<file path="src/pkg/imab_pkg.sv">
// Constants shared by the assembly window and its pointer bank
package imab_pkg;

  // ************************************************************
  // Register map (Modbus register numbers)
  // ************************************************************
  localparam logic [15:0] DEF_BASE_ADDR = 16'h0028;   // First definition register
  localparam logic [15:0] WORK_BASE_ADDR = 16'h00C8;  // First working register
  localparam logic [15:0] ADDR_POINTER_FIRST_LO = 16'h0028;
  localparam logic [15:0] ADDR_POINTER_FIRST_HI = 16'h0029;
  localparam logic [15:0] ADDR_POINTER_EXAMPLE_LO = 16'h005A;
  localparam logic [15:0] ADDR_POINTER_EXAMPLE_HI = 16'h005B;
  localparam logic [15:0] ADDR_WINDOW_FIRST_LO = 16'h00C8;
  localparam logic [15:0] ADDR_WINDOW_FIRST_HI = 16'h00C9;
  localparam logic [15:0] ADDR_WINDOW_DEFAULT_LO = 16'h00F0;
  localparam logic [15:0] ADDR_WINDOW_DEFAULT_HI = 16'h00F1;
  localparam logic [15:0] ADDR_WINDOW_EXAMPLE_LO = 16'h00FA;
  localparam logic [15:0] ADDR_WINDOW_EXAMPLE_HI = 16'h00FB;

  // ************************************************************
  // Sizes and reset values
  // ************************************************************
  localparam int NUM_PARAMS = 40;                      // Parameters in the window
  localparam int DEFAULT_SLOT_IDX = 40;                // Pointer register index of the default map
  localparam logic [15:0] PTR_RESET_VAL = 16'h0000;    // Unprogrammed pointer
  localparam logic [15:0] PTR_DEFAULT_LO = 16'h0168;   // Analog input value, low word
  localparam logic [15:0] PTR_DEFAULT_HI = 16'h0169;   // Analog input value, high word

  // ************************************************************
  // Modbus function and exception codes
  // ************************************************************
  localparam logic [7:0] FUNC_READ_HOLD = 8'h03;
  localparam logic [7:0] FUNC_READ_INPUT = 8'h04;
  localparam logic [7:0] FUNC_WRITE_SINGLE = 8'h06;
  localparam logic [7:0] FUNC_WRITE_MULTI = 8'h10;
  localparam logic [7:0] EXC_ILLEGAL_FUNC = 8'h01;
  localparam logic [7:0] EXC_ILLEGAL_ADDR = 8'h02;
  localparam logic [7:0] EXC_DEVICE_FAIL = 8'h04;

  // ************************************************************
  // Timing
  // ************************************************************
  localparam logic [7:0] PAR_TIMEOUT_CYC = 8'hFF;      // Cycles to wait for the parameter store

endpackage : imab_pkg

</file>
<file path="src/hdl/imab_ptr_bank.sv">
// Pointer store for the definition registers
`timescale 1ns/1ps

module imab_ptr_bank
  import imab_pkg::*;
#(
  parameter int N_REGS = 2 * NUM_PARAMS,
  parameter int IDX_W = $clog2(2 * NUM_PARAMS)
) (
  // Clock and reset
  input wire logic clk,
  input wire logic rst_n,
  // Write port
  input wire logic wr_en,
  input wire logic [IDX_W-1:0] wr_idx,
  input wire logic [15:0] wr_data,
  // Read port
  input wire logic [IDX_W-1:0] rd_idx,
  output logic [15:0] rd_data
);

  // ************************************************************
  // Storage
  // ************************************************************
  logic [15:0] ptr_reg [N_REGS];
  logic [15:0] ptr_next [N_REGS];

  initial begin
    if (N_REGS > (1 << IDX_W) || DEFAULT_SLOT_IDX + 1 >= N_REGS) begin
      $error("imab_ptr_bank: index width too small for the bank");
    end
  end

  // Per-entry next value and reset default
  generate
    for (genvar i = 0; i < N_REGS; i++) begin : g_ptr
      localparam logic [15:0] RST_VAL = (i == DEFAULT_SLOT_IDX) ? PTR_DEFAULT_LO :
                                        (i == DEFAULT_SLOT_IDX + 1) ? PTR_DEFAULT_HI : PTR_RESET_VAL;
      always_comb begin
        ptr_next[i] = ptr_reg[i];
        if (wr_en && (32'(wr_idx) == i)) begin
          ptr_next[i] = wr_data;
        end
      end
      always_ff @(posedge clk) begin
        if (!rst_n) begin
          ptr_reg[i] <= RST_VAL;
        end else begin
          ptr_reg[i] <= ptr_next[i];
        end
      end
    end
  endgenerate

  // Out-of-range index reads as the unprogrammed value
  assign rd_data = (32'(rd_idx) < N_REGS) ? ptr_reg[rd_idx] : PTR_RESET_VAL;

  // Default map is present right after reset
  a_default_map: assert property (@(posedge clk) $past(!rst_n) && rst_n |->
    ptr_reg[DEFAULT_SLOT_IDX] == PTR_DEFAULT_LO && ptr_reg[DEFAULT_SLOT_IDX + 1] == PTR_DEFAULT_HI)
    else $error("default analog input map missing after reset");

  // A write lands in the addressed entry
  a_ptr_write: assert property (@(posedge clk) disable iff (!rst_n)
    wr_en && 32'(wr_idx) < N_REGS |=> ptr_reg[$past(wr_idx)] == $past(wr_data))
    else $error("pointer write not stored");

endmodule : imab_ptr_bank

</file>
<file path="src/hdl/imab_core.sv">
// Indirect Modbus assembly window: definition pointers and forwarded working registers
`timescale 1ns/1ps

module imab_core
  import imab_pkg::*;
#(
  parameter int N_PARAMS = NUM_PARAMS
) (
  // Clock and reset
  input wire logic REF_CLK,
  input wire logic RSTN,
  // Register request from the Modbus frame engine, one register each
  input wire logic REQ_VALID,
  input wire logic [7:0] REQ_FUNC,
  input wire logic [15:0] REQ_ADDR,
  input wire logic [15:0] REQ_WDATA,
  output logic REQ_READY,
  // Register answer
  output logic RSP_VALID,
  output logic [15:0] RSP_RDATA,
  output logic RSP_EXCEPTION,
  output logic [7:0] RSP_EXC_CODE,
  // Parameter store access
  output logic PAR_REQ,
  output logic PAR_WE,
  output logic [15:0] PAR_ADDR,
  output logic [15:0] PAR_WDATA,
  input wire logic PAR_ACK,
  input wire logic [15:0] PAR_RDATA,
  input wire logic PAR_WRITABLE
);

  // ************************************************************
  // Sizing
  // ************************************************************
  localparam int N_REGS = 2 * N_PARAMS;
  localparam int IDX_W = $clog2(2 * NUM_PARAMS);

  // Window must fit the index and hold the default map slot at index 40 and 41
  initial begin
    if (N_PARAMS < 21 || N_PARAMS > NUM_PARAMS) begin
      $error("imab_core: N_PARAMS must lie between 21 and the documented 40");
    end
  end

  typedef enum logic [1:0] {
    ST_IDLE,
    ST_PAR_RD,
    ST_PAR_WR,
    ST_RSP
  } imab_state_e;

  // ************************************************************
  // State
  // ************************************************************
  imab_state_e state_reg, state_next;
  logic is_write_reg, is_write_next;
  logic [15:0] par_addr_reg, par_addr_next;
  logic [15:0] wdata_reg, wdata_next;
  logic [15:0] rdata_reg, rdata_next;
  logic exc_reg, exc_next;
  logic [7:0] exc_code_reg, exc_code_next;
  logic [7:0] tmo_reg, tmo_next;

  // Decode of the incoming address
  logic in_def;
  logic in_work;
  logic [IDX_W-1:0] req_idx;
  logic [15:0] cur_ptr;
  logic bank_we;
  logic accept;

  assign accept = REQ_VALID && REQ_READY;
  assign in_def = (REQ_ADDR >= DEF_BASE_ADDR) && (REQ_ADDR < DEF_BASE_ADDR + 16'(N_REGS));
  assign in_work = (REQ_ADDR >= WORK_BASE_ADDR) && (REQ_ADDR < WORK_BASE_ADDR + 16'(N_REGS));

  // Same offset into either block selects the same pointer
  always_comb begin
    req_idx = '0;
    if (in_def) begin
      req_idx = IDX_W'(REQ_ADDR - DEF_BASE_ADDR);
    end else if (in_work) begin
      req_idx = IDX_W'(REQ_ADDR - WORK_BASE_ADDR);
    end
  end

  // Pointer writes go only through function 16
  assign bank_we = accept && in_def && (REQ_FUNC == FUNC_WRITE_MULTI);

  imab_ptr_bank #(
    .N_REGS(N_REGS),
    .IDX_W(IDX_W)
  ) u_ptr_bank (
    .clk(REF_CLK),
    .rst_n(RSTN),
    .wr_en(bank_we),
    .wr_idx(req_idx),
    .wr_data(REQ_WDATA),
    .rd_idx(req_idx),
    .rd_data(cur_ptr)
  );

  // ************************************************************
  // Request sequencer
  // ************************************************************
  // Writes to a working register first probe the target, so a read-only
  // parameter never sees a write strobe at all; costs one extra round trip.
  always_comb begin
    state_next = state_reg;
    is_write_next = is_write_reg;
    par_addr_next = par_addr_reg;
    wdata_next = wdata_reg;
    rdata_next = rdata_reg;
    exc_next = exc_reg;
    exc_code_next = exc_code_reg;
    tmo_next = tmo_reg;
    case (state_reg)
      ST_IDLE: begin
        if (REQ_VALID) begin
          exc_next = 1'b0;
          exc_code_next = 8'h00;
          rdata_next = 16'h0000;
          is_write_next = (REQ_FUNC == FUNC_WRITE_MULTI);
          wdata_next = REQ_WDATA;
          tmo_next = 8'h00;
          state_next = ST_RSP;
          if (!(in_def || in_work)) begin
            exc_next = 1'b1;
            exc_code_next = EXC_ILLEGAL_ADDR;
          end else if (REQ_FUNC == FUNC_WRITE_SINGLE) begin
            exc_next = 1'b1;
            exc_code_next = EXC_ILLEGAL_FUNC;
          end else if (REQ_FUNC != FUNC_WRITE_MULTI && REQ_FUNC != FUNC_READ_HOLD &&
                       REQ_FUNC != FUNC_READ_INPUT) begin
            exc_next = 1'b1;
            exc_code_next = EXC_ILLEGAL_FUNC;
          end else if (in_def) begin
            rdata_next = cur_ptr;
          end else begin
            par_addr_next = cur_ptr;
            state_next = ST_PAR_RD;
          end
        end
      end
      ST_PAR_RD: begin
        tmo_next = tmo_reg + 8'h01;
        if (PAR_ACK) begin
          rdata_next = PAR_RDATA;
          tmo_next = 8'h00;
          if (!is_write_reg) begin
            state_next = ST_RSP;
          end else if (PAR_WRITABLE) begin
            state_next = ST_PAR_WR;
          end else begin
            state_next = ST_RSP;
          end
        end else if (tmo_reg == PAR_TIMEOUT_CYC) begin
          exc_next = 1'b1;
          exc_code_next = EXC_DEVICE_FAIL;
          state_next = ST_RSP;
        end
      end
      ST_PAR_WR: begin
        tmo_next = tmo_reg + 8'h01;
        if (PAR_ACK) begin
          rdata_next = wdata_reg;
          state_next = ST_RSP;
        end else if (tmo_reg == PAR_TIMEOUT_CYC) begin
          exc_next = 1'b1;
          exc_code_next = EXC_DEVICE_FAIL;
          state_next = ST_RSP;
        end
      end
      ST_RSP: begin
        state_next = ST_IDLE;
      end
      default: begin
        state_next = ST_IDLE;
      end
    endcase
  end

  // Registers of the sequencer
  always_ff @(posedge REF_CLK) begin
    if (!RSTN) begin
      state_reg <= ST_IDLE;
      is_write_reg <= 1'b0;
      par_addr_reg <= 16'h0000;
      wdata_reg <= 16'h0000;
      rdata_reg <= 16'h0000;
      exc_reg <= 1'b0;
      exc_code_reg <= 8'h00;
      tmo_reg <= 8'h00;
    end else begin
      state_reg <= state_next;
      is_write_reg <= is_write_next;
      par_addr_reg <= par_addr_next;
      wdata_reg <= wdata_next;
      rdata_reg <= rdata_next;
      exc_reg <= exc_next;
      exc_code_reg <= exc_code_next;
      tmo_reg <= tmo_next;
    end
  end

  // ************************************************************
  // Outputs
  // ************************************************************
  // Handshakes are decoded from state, data comes from flops
  assign REQ_READY = (state_reg == ST_IDLE);
  assign RSP_VALID = (state_reg == ST_RSP);
  assign RSP_RDATA = rdata_reg;
  assign RSP_EXCEPTION = exc_reg;
  assign RSP_EXC_CODE = exc_code_reg;
  assign PAR_REQ = (state_reg == ST_PAR_RD) || (state_reg == ST_PAR_WR);
  assign PAR_WE = (state_reg == ST_PAR_WR);
  assign PAR_ADDR = par_addr_reg;
  assign PAR_WDATA = wdata_reg;

  // ************************************************************
  // Checks
  // ************************************************************
  a_single_write_refused: assert property (@(posedge REF_CLK) disable iff (!RSTN)
    accept && (in_def || in_work) && REQ_FUNC == FUNC_WRITE_SINGLE |=>
    RSP_VALID && RSP_EXCEPTION && RSP_EXC_CODE == EXC_ILLEGAL_FUNC && !PAR_REQ)
    else $error("function 06 on assembly not refused");

  a_single_no_store: assert property (@(posedge REF_CLK) disable iff (!RSTN)
    accept && REQ_FUNC == FUNC_WRITE_SINGLE |-> !bank_we ##1 !PAR_WE [*2])
    else $error("function 06 changed state");

  a_unmapped_addr: assert property (@(posedge REF_CLK) disable iff (!RSTN)
    accept && !in_def && !in_work |=> RSP_EXCEPTION && RSP_EXC_CODE == EXC_ILLEGAL_ADDR)
    else $error("address outside the assembly not rejected");

  a_work_points_target: assert property (@(posedge REF_CLK) disable iff (!RSTN)
    accept && in_work && (REQ_FUNC == FUNC_READ_HOLD || REQ_FUNC == FUNC_WRITE_MULTI) |=>
    PAR_REQ && !PAR_WE && PAR_ADDR == $past(cur_ptr))
    else $error("working register not routed to its pointer");

  a_read_returns_value: assert property (@(posedge REF_CLK) disable iff (!RSTN)
    state_reg == ST_PAR_RD && PAR_ACK && !is_write_reg |=>
    RSP_VALID && !RSP_EXCEPTION && RSP_RDATA == $past(PAR_RDATA))
    else $error("working read did not return the parameter value");

  a_write_forwarded: assert property (@(posedge REF_CLK) disable iff (!RSTN)
    state_reg == ST_PAR_RD && PAR_ACK && is_write_reg && PAR_WRITABLE |=>
    PAR_REQ && PAR_WE && PAR_WDATA == wdata_reg && PAR_ADDR == $past(PAR_ADDR))
    else $error("write to writable target not forwarded");

  a_readonly_kept: assert property (@(posedge REF_CLK) disable iff (!RSTN)
    state_reg == ST_PAR_RD && PAR_ACK && is_write_reg && !PAR_WRITABLE |=> !PAR_WE ##1 !PAR_WE)
    else $error("read-only target received a write");

  a_def_write_ok: assert property (@(posedge REF_CLK) disable iff (!RSTN)
    bank_we |=> RSP_VALID && !RSP_EXCEPTION ##1 !RSP_VALID)
    else $error("pointer write not acknowledged");

  // A forwarded write holds the request through both phases, each of which may run to its own timeout
  a_par_bounded: assert property (@(posedge REF_CLK) disable iff (!RSTN)
    $rose(PAR_REQ) |-> ##[1:513] RSP_VALID)
    else $error("parameter access never answered");

endmodule : imab_core

</file>
<file path="config.mk">
export PLATFORM = sky130hd
export DESIGN_NAME = imab_core
export DESIGN_NICKNAME = d
export VERILOG_FILES = /design/src/pkg/imab_pkg.sv /design/src/hdl/imab_ptr_bank.sv /design/src/hdl/imab_core.sv
export SDC_FILE = /design/constraint.sdc
export NUM_CORES = 2
export LEC_CHECK = 0
export BUFFER_PORTS_ARGS = -buffer_cell sky130_fd_sc_hd__buf_2
export CAP_MARGIN = 40
export CELL_PAD_IN_SITES_DETAIL_PLACEMENT = 1
export CELL_PAD_IN_SITES_GLOBAL_PLACEMENT = 2
export CORE_MARGIN = 1.5
export CORE_UTILIZATION = 40
export DETAILED_ROUTE_END_ITERATION = 7
export PLACE_DENSITY = 0.85
export SETUP_SLACK_MARGIN = 0.5
export SKIP_CTS_REPAIR_TIMING = 1
export SLEW_MARGIN = 20
export SYNTH_ARGS = -nofsm -noshare
export SYNTH_HDL_FRONTEND = slang
export SYNTH_SLANG_ARGS = --single-unit
</file>
<file path="constraint.sdc">
create_clock -name REF_CLK -period 4.8 [get_ports REF_CLK]
set_input_delay 0.48 -clock REF_CLK [delete_from_list [all_inputs] [get_ports REF_CLK]]
set_output_delay 0.48 -clock REF_CLK [all_outputs]
set_load 0.02 [all_outputs]
</file>
## After elaboration in Yosys (flattened, before gate mapping)

Memory sizes are Yosys's and may differ from the RTL's.
Index checks and enable logic that the tools add are counted.

- Add/sub/neg operators: 3
- Reduce and logical (&&, ||, !) cells: 179
- Bitwise logic cells: 83
- Multipliers: 0
- Shifts and indexed selects: 0
- Multiplexer cells: 201
- Order comparisons: 5
- Div/mod/pow operators: 0
- Equal/unequal tests: 173

Operators with widths:

| kind | count |
|---|---|
| 2-to-1 mux 16 bit | 168 |
| equality test 7 x 6 -> 1 bit, second input constant | 32 |
| AND reduction 2 bit | 82 |
| equality test 7 x 5 -> 1 bit, second input constant | 16 |
| equality test 7 bit, second input constant | 16 |
| logical AND 1 bit | 87 |
| != test 1 bit, second input constant | 80 |
| bitwise OR 1 bit | 80 |
| equality test 7 x 4 -> 1 bit, second input constant | 8 |
| one-hot mux 16 bit (3 select lines) | 1 |
| 2-to-1 mux 8 bit | 5 |
| equality test 7 x 3 -> 1 bit, second input constant | 4 |
| one-hot mux 8 bit (3 select lines) | 1 |
| 2-to-1 mux 2 bit | 9 |
| >= comparator 16 x 6 -> 1 bit, second input constant | 1 |
| >= comparator 16 x 8 -> 1 bit, second input constant | 1 |
| < comparator 16 x 7 -> 1 bit, second input constant | 1 |
| < comparator 16 x 9 -> 1 bit, second input constant | 1 |
| one-hot mux 8 bit (2 select lines) | 1 |
| equality test 7 x 2 -> 1 bit, second input constant | 2 |
| 2-to-1 mux 7 bit | 2 |
| 2-to-1 mux 1 bit | 12 |
| adder 8 x 1 -> 8 bit, second input constant | 1 |
| equality test 8 x 3 -> 1 bit, second input constant | 1 |
| other kinds (24) | 32 |

- Latch bits: 0
- Input port bits: 61
- Bits in writable memories: 1,280
- ROM bits: 0
- Register bits: 68
- Word-level logic and storage cells: 653
- Memories: 1

Memory list:

| name | depth | width | rd ports | clocked after memory_dff | write ports | RTL line | text |
|---|---|---|---|---|---|---|---|
| u_ptr_bank.ptr_reg | 80 | 16 | 1 | 0 | 80 | imab_ptr_bank.sv:25 | `logic [15:0] ptr_reg [N_REGS];` |

## Depth between registers and ports, before layout

- Depth in word-level cells: 12
- Gate-level depth with buffers: 17

## By module

From an unflattened synthesis, not the netlist that was laid out.

- Cells, all modules: 4,215
- Area total of the unflattened synthesis: 61,949.4 µm²

Modules (own cells, without submodules):

| module | times used | cells each | sequential area each (µm²) | area an instance (µm²) |
|---|---|---|---|---|
| imab_ptr_bank | 1 | 3,818 | 38,436.9 | 58,708.8 |
| imab_core | 1 | 397 | 1,261.2 | 3,240.6 |

## Worst setup path before layout

No wires, ideal clock.

- Kind: input port to flip-flop
- Start point: input port REQ_ADDR[4]
- End point: memory u_ptr_bank.ptr_reg[65][0], enable pin
- Slack: 0.061 ns
- Library setup time: 0.411 ns
- Buffers on the path: 3
- Stages on the path: 12
- Arrival: 4.328 ns
- Cells stage by stage: clkbuf_1 > inv_1 > ha_1 > or4b_4 > a2111oi_2 > a21oi_1 > mux2_2 > o21ai_1 > clkbuf_1 > nand2_1 > clkbuf_1 > o21ai_0

RTL lines:

| what | RTL line | text |
|---|---|---|
| start: declaration | imab_core.sv:15 | `input wire logic [15:0] REQ_ADDR,` |
| end: declaration | imab_ptr_bank.sv:25 |  |

## Worst setup path in the final report

- Start point: input port REQ_ADDR[3]
- End point: register rdata_reg[5] (netlist: RSP_RDATA[5])

- Longest elaborated chain between the ends: 12
- Elaborated cells on any way between the ends: 20
- Classes of those cells: 2 x add/sub; 5 x order compare; 9 x mux; 3 x reduce/logical; 1 x memory

Ends and longest elaborated chain:

| what | RTL line | text |
|---|---|---|
| >= comparator 16 x 8 -> 1 bit / < comparator 16 x 9 -> 1 bit (equally long branches) | imab_core.sv:75 | `assign in_work = (REQ_ADDR >= WORK_BASE_ADDR) && (REQ_ADDR < WORK_BASE_ADDR + 16'(N_REGS));` |
| logical AND 1 bit | imab_core.sv:75 |  |
| 2-to-1 mux 7 bit | imab_core.sv:82 | `end else if (in_work) begin` |
| 2-to-1 mux 7 bit | imab_core.sv:80 | `if (in_def) begin` |
| memory read (80 x 16 bit) / < comparator 7 bit (equally long branches) | - |  |
| 2-to-1 mux 16 bit | imab_ptr_bank.sv:56 | `assign rd_data = (32'(rd_idx) < N_REGS) ? ptr_reg[rd_idx] : PTR_RESET_VAL;` |
| 2-to-1 mux 16 bit | imab_core.sv:137 | `end else if (in_def) begin` |
| 2-to-1 mux 16 bit | imab_core.sv:133 | `end else if (REQ_FUNC != FUNC_WRITE_MULTI && REQ_FUNC != FUNC_READ_HOLD &&` |
| 2-to-1 mux 16 bit | imab_core.sv:130 | `end else if (REQ_FUNC == FUNC_WRITE_SINGLE) begin` |
| 2-to-1 mux 16 bit * | imab_core.sv:127 | `if (!(in_def \|\| in_work)) begin` |
| 2-to-1 mux 16 bit * | imab_core.sv:119 | `if (REQ_VALID) begin` |
| one-hot mux 16 bit (3 select lines) * | imab_core.sv:117 | `case (state_reg)` |
| end signal: assignment | imab_core.sv:199 | `rdata_reg <= rdata_next;` |
| end: declaration | imab_core.sv:60 | `logic [15:0] rdata_reg, rdata_next;` |

Every way passes the cells marked *; elsewhere a longest branch is shown, timed or not. The select of a mux whose other input is x is not followed.
A chain may end at the register's enable or synchronous reset.

==> flow_summary.yaml <==
detailed_routing:
  drt_wl_total_mm: 240
  viasPerCell: 6.20
  num_vias: 47000
  drtIter0Drc: 6300
  routedWlPerCell_um: 31.6
  drt.antenna.violating_nets: 0
  drc_errors: 0
  drt_pass1_iterations: 5
sta:
  setup-tns-final_ns: 0
  setup_ws_ns: 0.564
  rsz0062_at_grt: "false"
  slew_headroom_pct: 36.0
  finalMaxSlewViolations: 0
  layout_min_cycle_time_ns: 4.24
  worstMarginPinSlew_ns: 0.960
  finalClockSkew_ns: 0.0293
  setup_viol: 0
  fmax_mhz: 236
  finalCritPeriodShare_pct: 88.3
  hold_viol_final: 0
clock_tree:
  cts_tree: "built"
  clk_pin_slew_worst_paths_ns: 0.06
  cts_root_buf: "clkbuf_16"
  numCtsBuffers: 147
  cts_buffer_depth: 3
  cts_sinks: 1343
  clk_latency_ns: 0.80
  cts_max_level: 4
global_route:
  grt_pass1_vias: 47100
  grt_max_degree: 95
  grt_usage_pct: 29.7
  grt_overflow: 0
  antenna_found_initial: 12
  grt_pass1_wl_mm: 341
logic_synthesis:
  yosysTopAreaCell: "edfxtp_1"
  synthSimpleGateAreaFrac_pct: 17.8
  ys_types: 82
  synth_edf_count: 1280
  synth-xor-area-share_pct: 0.111
  synthTopCellsByArea: "edfxtp_1 61%, and2_1 13%, mux2i_1 3.6%, o22ai_1 2.5%, clkbuf_1 2.2%"
  synth_top_family_by_area: "simple AND/OR/NAND/NOR gates"
  yosys_warnings: 0
  synth_seq_cells: 1343
  synthMuxAreaShare_pct: 4.16
  synth-seq-area-share_pct: 63.1
  syn_inst: 5148
  yosys.area_share.adder_pct: 0.139
  synth_compound_area_share_pct: 11.5
  synth_ff_type: "edfxtp_1"
  async_flop_share_pct: 0
  syn-cell-area_um2: 62900
  avgSynthCellArea_um2: 12.2
  synth_top_area_share_pct: 61.1
die:
  start_util_pct: 40.2
  core_um2: 156000
  ioPinCount: 122
  num_rows: 145
  die_h_um: 399
  die_w_um: 399
  dieArea_um2: 160000
final_layout:
  final_cell_mix: "1280 x edfxtp_1, 1273 x and2_1, 427 x buf_4, 256 x o22ai_1, 248 x nand2_1"
  final_nets: 5461
  largest_register_ffs: 1280
  areaGrowthSynthToFinish_pct: 16.2
  layout-drive-gt1-share_pct: 16.0
  final_common_cell: "edfxtp_1"
pwr:
  p_leak_uw: 0.0268
  power.density_nw_per_um2: 364
  vdd.ir_drop.worst_v: 0.000398
critical_path:
  cp.arrival_ns: 4.93
  cp_max_fo: 21
  worst_ep_required_time_ns: 5.49
  crit_slowest_cell: "or4b_4"
  cp-end-kind: "register"
  path_cells: "buf_2, ha_1, or4b_4, a2111o_1, nand3_4, buf_12, buf_12, buf_4, o22ai_1, a221oi_1, o22ai_1, or2_0, a2111oi_1, buf_1, buf_4, nor2_1, o221ai_1"
  max_stage_delay_ns: 0.52
  cp-start-kind: "primary input"
  crit_buf_inv: 6
  critPathTopFamily: "compound AO/OA/AOI/OAI gates"
  worstSetupPathType: "primary input to register"
flow_run:
  cap_violations: 0
worst_hold_path:
  min_path_type: "primary input to register"
run_status:
  status: "complete, no violations"
place:
  dp_hpwl_mm: 157
  place_congestion: 0.953
  pre_cts_slack_ns: -0.284
  io_buffers: 116
cell type report:
class	count	area, µm²
timing repair buffer	581	4750
clock inverter	68	495
antenna	10	25.0
tap	2058	2570
fill	16000	83200
inverter	19	71.3
clock buffer	198	4030
sequential	1343	39700
multi-input combinational	3301	21400
per-layer routing:
metal  share of wire (%)  up-vias  global-route usage (%)
li1                    -    19500                       -
met1                  39    24100                    39.2
met2                  46     2781                    46.0
met3                  10      576                    6.06
met4                 5.6        2                    15.4
met5              0.0046        -                       0
logic make-up (layout without fill, tap and decap cells):
logic type / after synthesis / after routing
XOR/XNOR: 8 / 8
AO/OA/AOI/OAI: 1073 / 1073
buffers and inverters: 508 / 866
multiplexers: 255 / 255
AND/OR/NAND/NOR: 1953 / 1953
adder cells (fa/ha/maj): 7 / 7
flip-flops: 1343 / 1343
other: 1 / 15
report_power, final:
| part | leakage (µW) | total (µW) | internal (µW) | switching, µW |
|---|---|---|---|---|
| registers | 0.0137 | 13400 | 13200 | 195 |
| clock network | 0.00222 | 10900 | 6120 | 4820 |
| logic | 0.0109 | 2260 | 622 | 1640 |
| total | 0.0268 | 26600 | 20000 | 6660 |
worst register-to-register path: stages (launching register included):
cell	delay [ns]
dfxtp_1	0.33
inv_1	0.11
ha_1	0.36
nand2_1	0.12
nor3_1	0.15
nand4b_1	0.30
or2_2	0.48
nor2_1	0.26
nand2_1	0.54
buf_4	0.40
o21ai_1	0.19
buf_4	0.31
Yosys cell counts (all sizes together), types with 5 or more instances:
cell / count
dfxtp: 63
ha: 7
o211ai: 21
xor2: 5
o21ai: 252
a211oi: 80
or2: 6
a22o: 12
o221ai: 93
nand4: 14
a221oi: 54
o21a: 17
or4: 11
o22a: 15
o22ai: 256
o41ai: 6
a31oi: 26
a21oi: 101
nand2: 249
a31o: 6
a22oi: 45
o31ai: 14
inv: 19
clkbuf: 369
edfxtp: 1280
nor4: 11
nor3: 33
nand2b: 6
o221a: 5
nor4b: 5
nor2: 193
o32ai: 9
a2111oi: 8
or3: 30
and2: 1273
mux2: 30
buf: 120
mux2i: 223
a222oi: 10
nor2b: 75
a41oi: 7
nand3: 34
per-stage QoR:
step	hold slack [ns]	instance area, µm²	instances	util (%)	total power, µW
2_1_floorplan	0.437	62900	5152	-	14800
5_1_grt	0.0368	73000	7568	46.7	27200
4_1_cts	-0.0113	73000	7564	46.7	26600
3_3_place_gp	0.445	68300	7281	43.7	15800
6_report	0.0236	73000	7578	46.8	26600
3_5_place_dp	0.450	68500	7298	43.8	15900
path summary, 6_finish.rpt:
path | startpoint | to | slack [ns] | cells after the start
max reg2reg | state_reg[0] | u_ptr_bank.ptr_reg[36][7] | 0.92 | 11
min | PAR_RDATA[2] | RSP_RDATA[2] | 0.02 | 3
min reg2reg | RSP_RDATA[2] | RSP_RDATA[2] | 0.47 | 2
max | REQ_ADDR[3] | RSP_RDATA[5] | 0.56 | 17
Note: power is estimated with default switching activity, not from simulation.
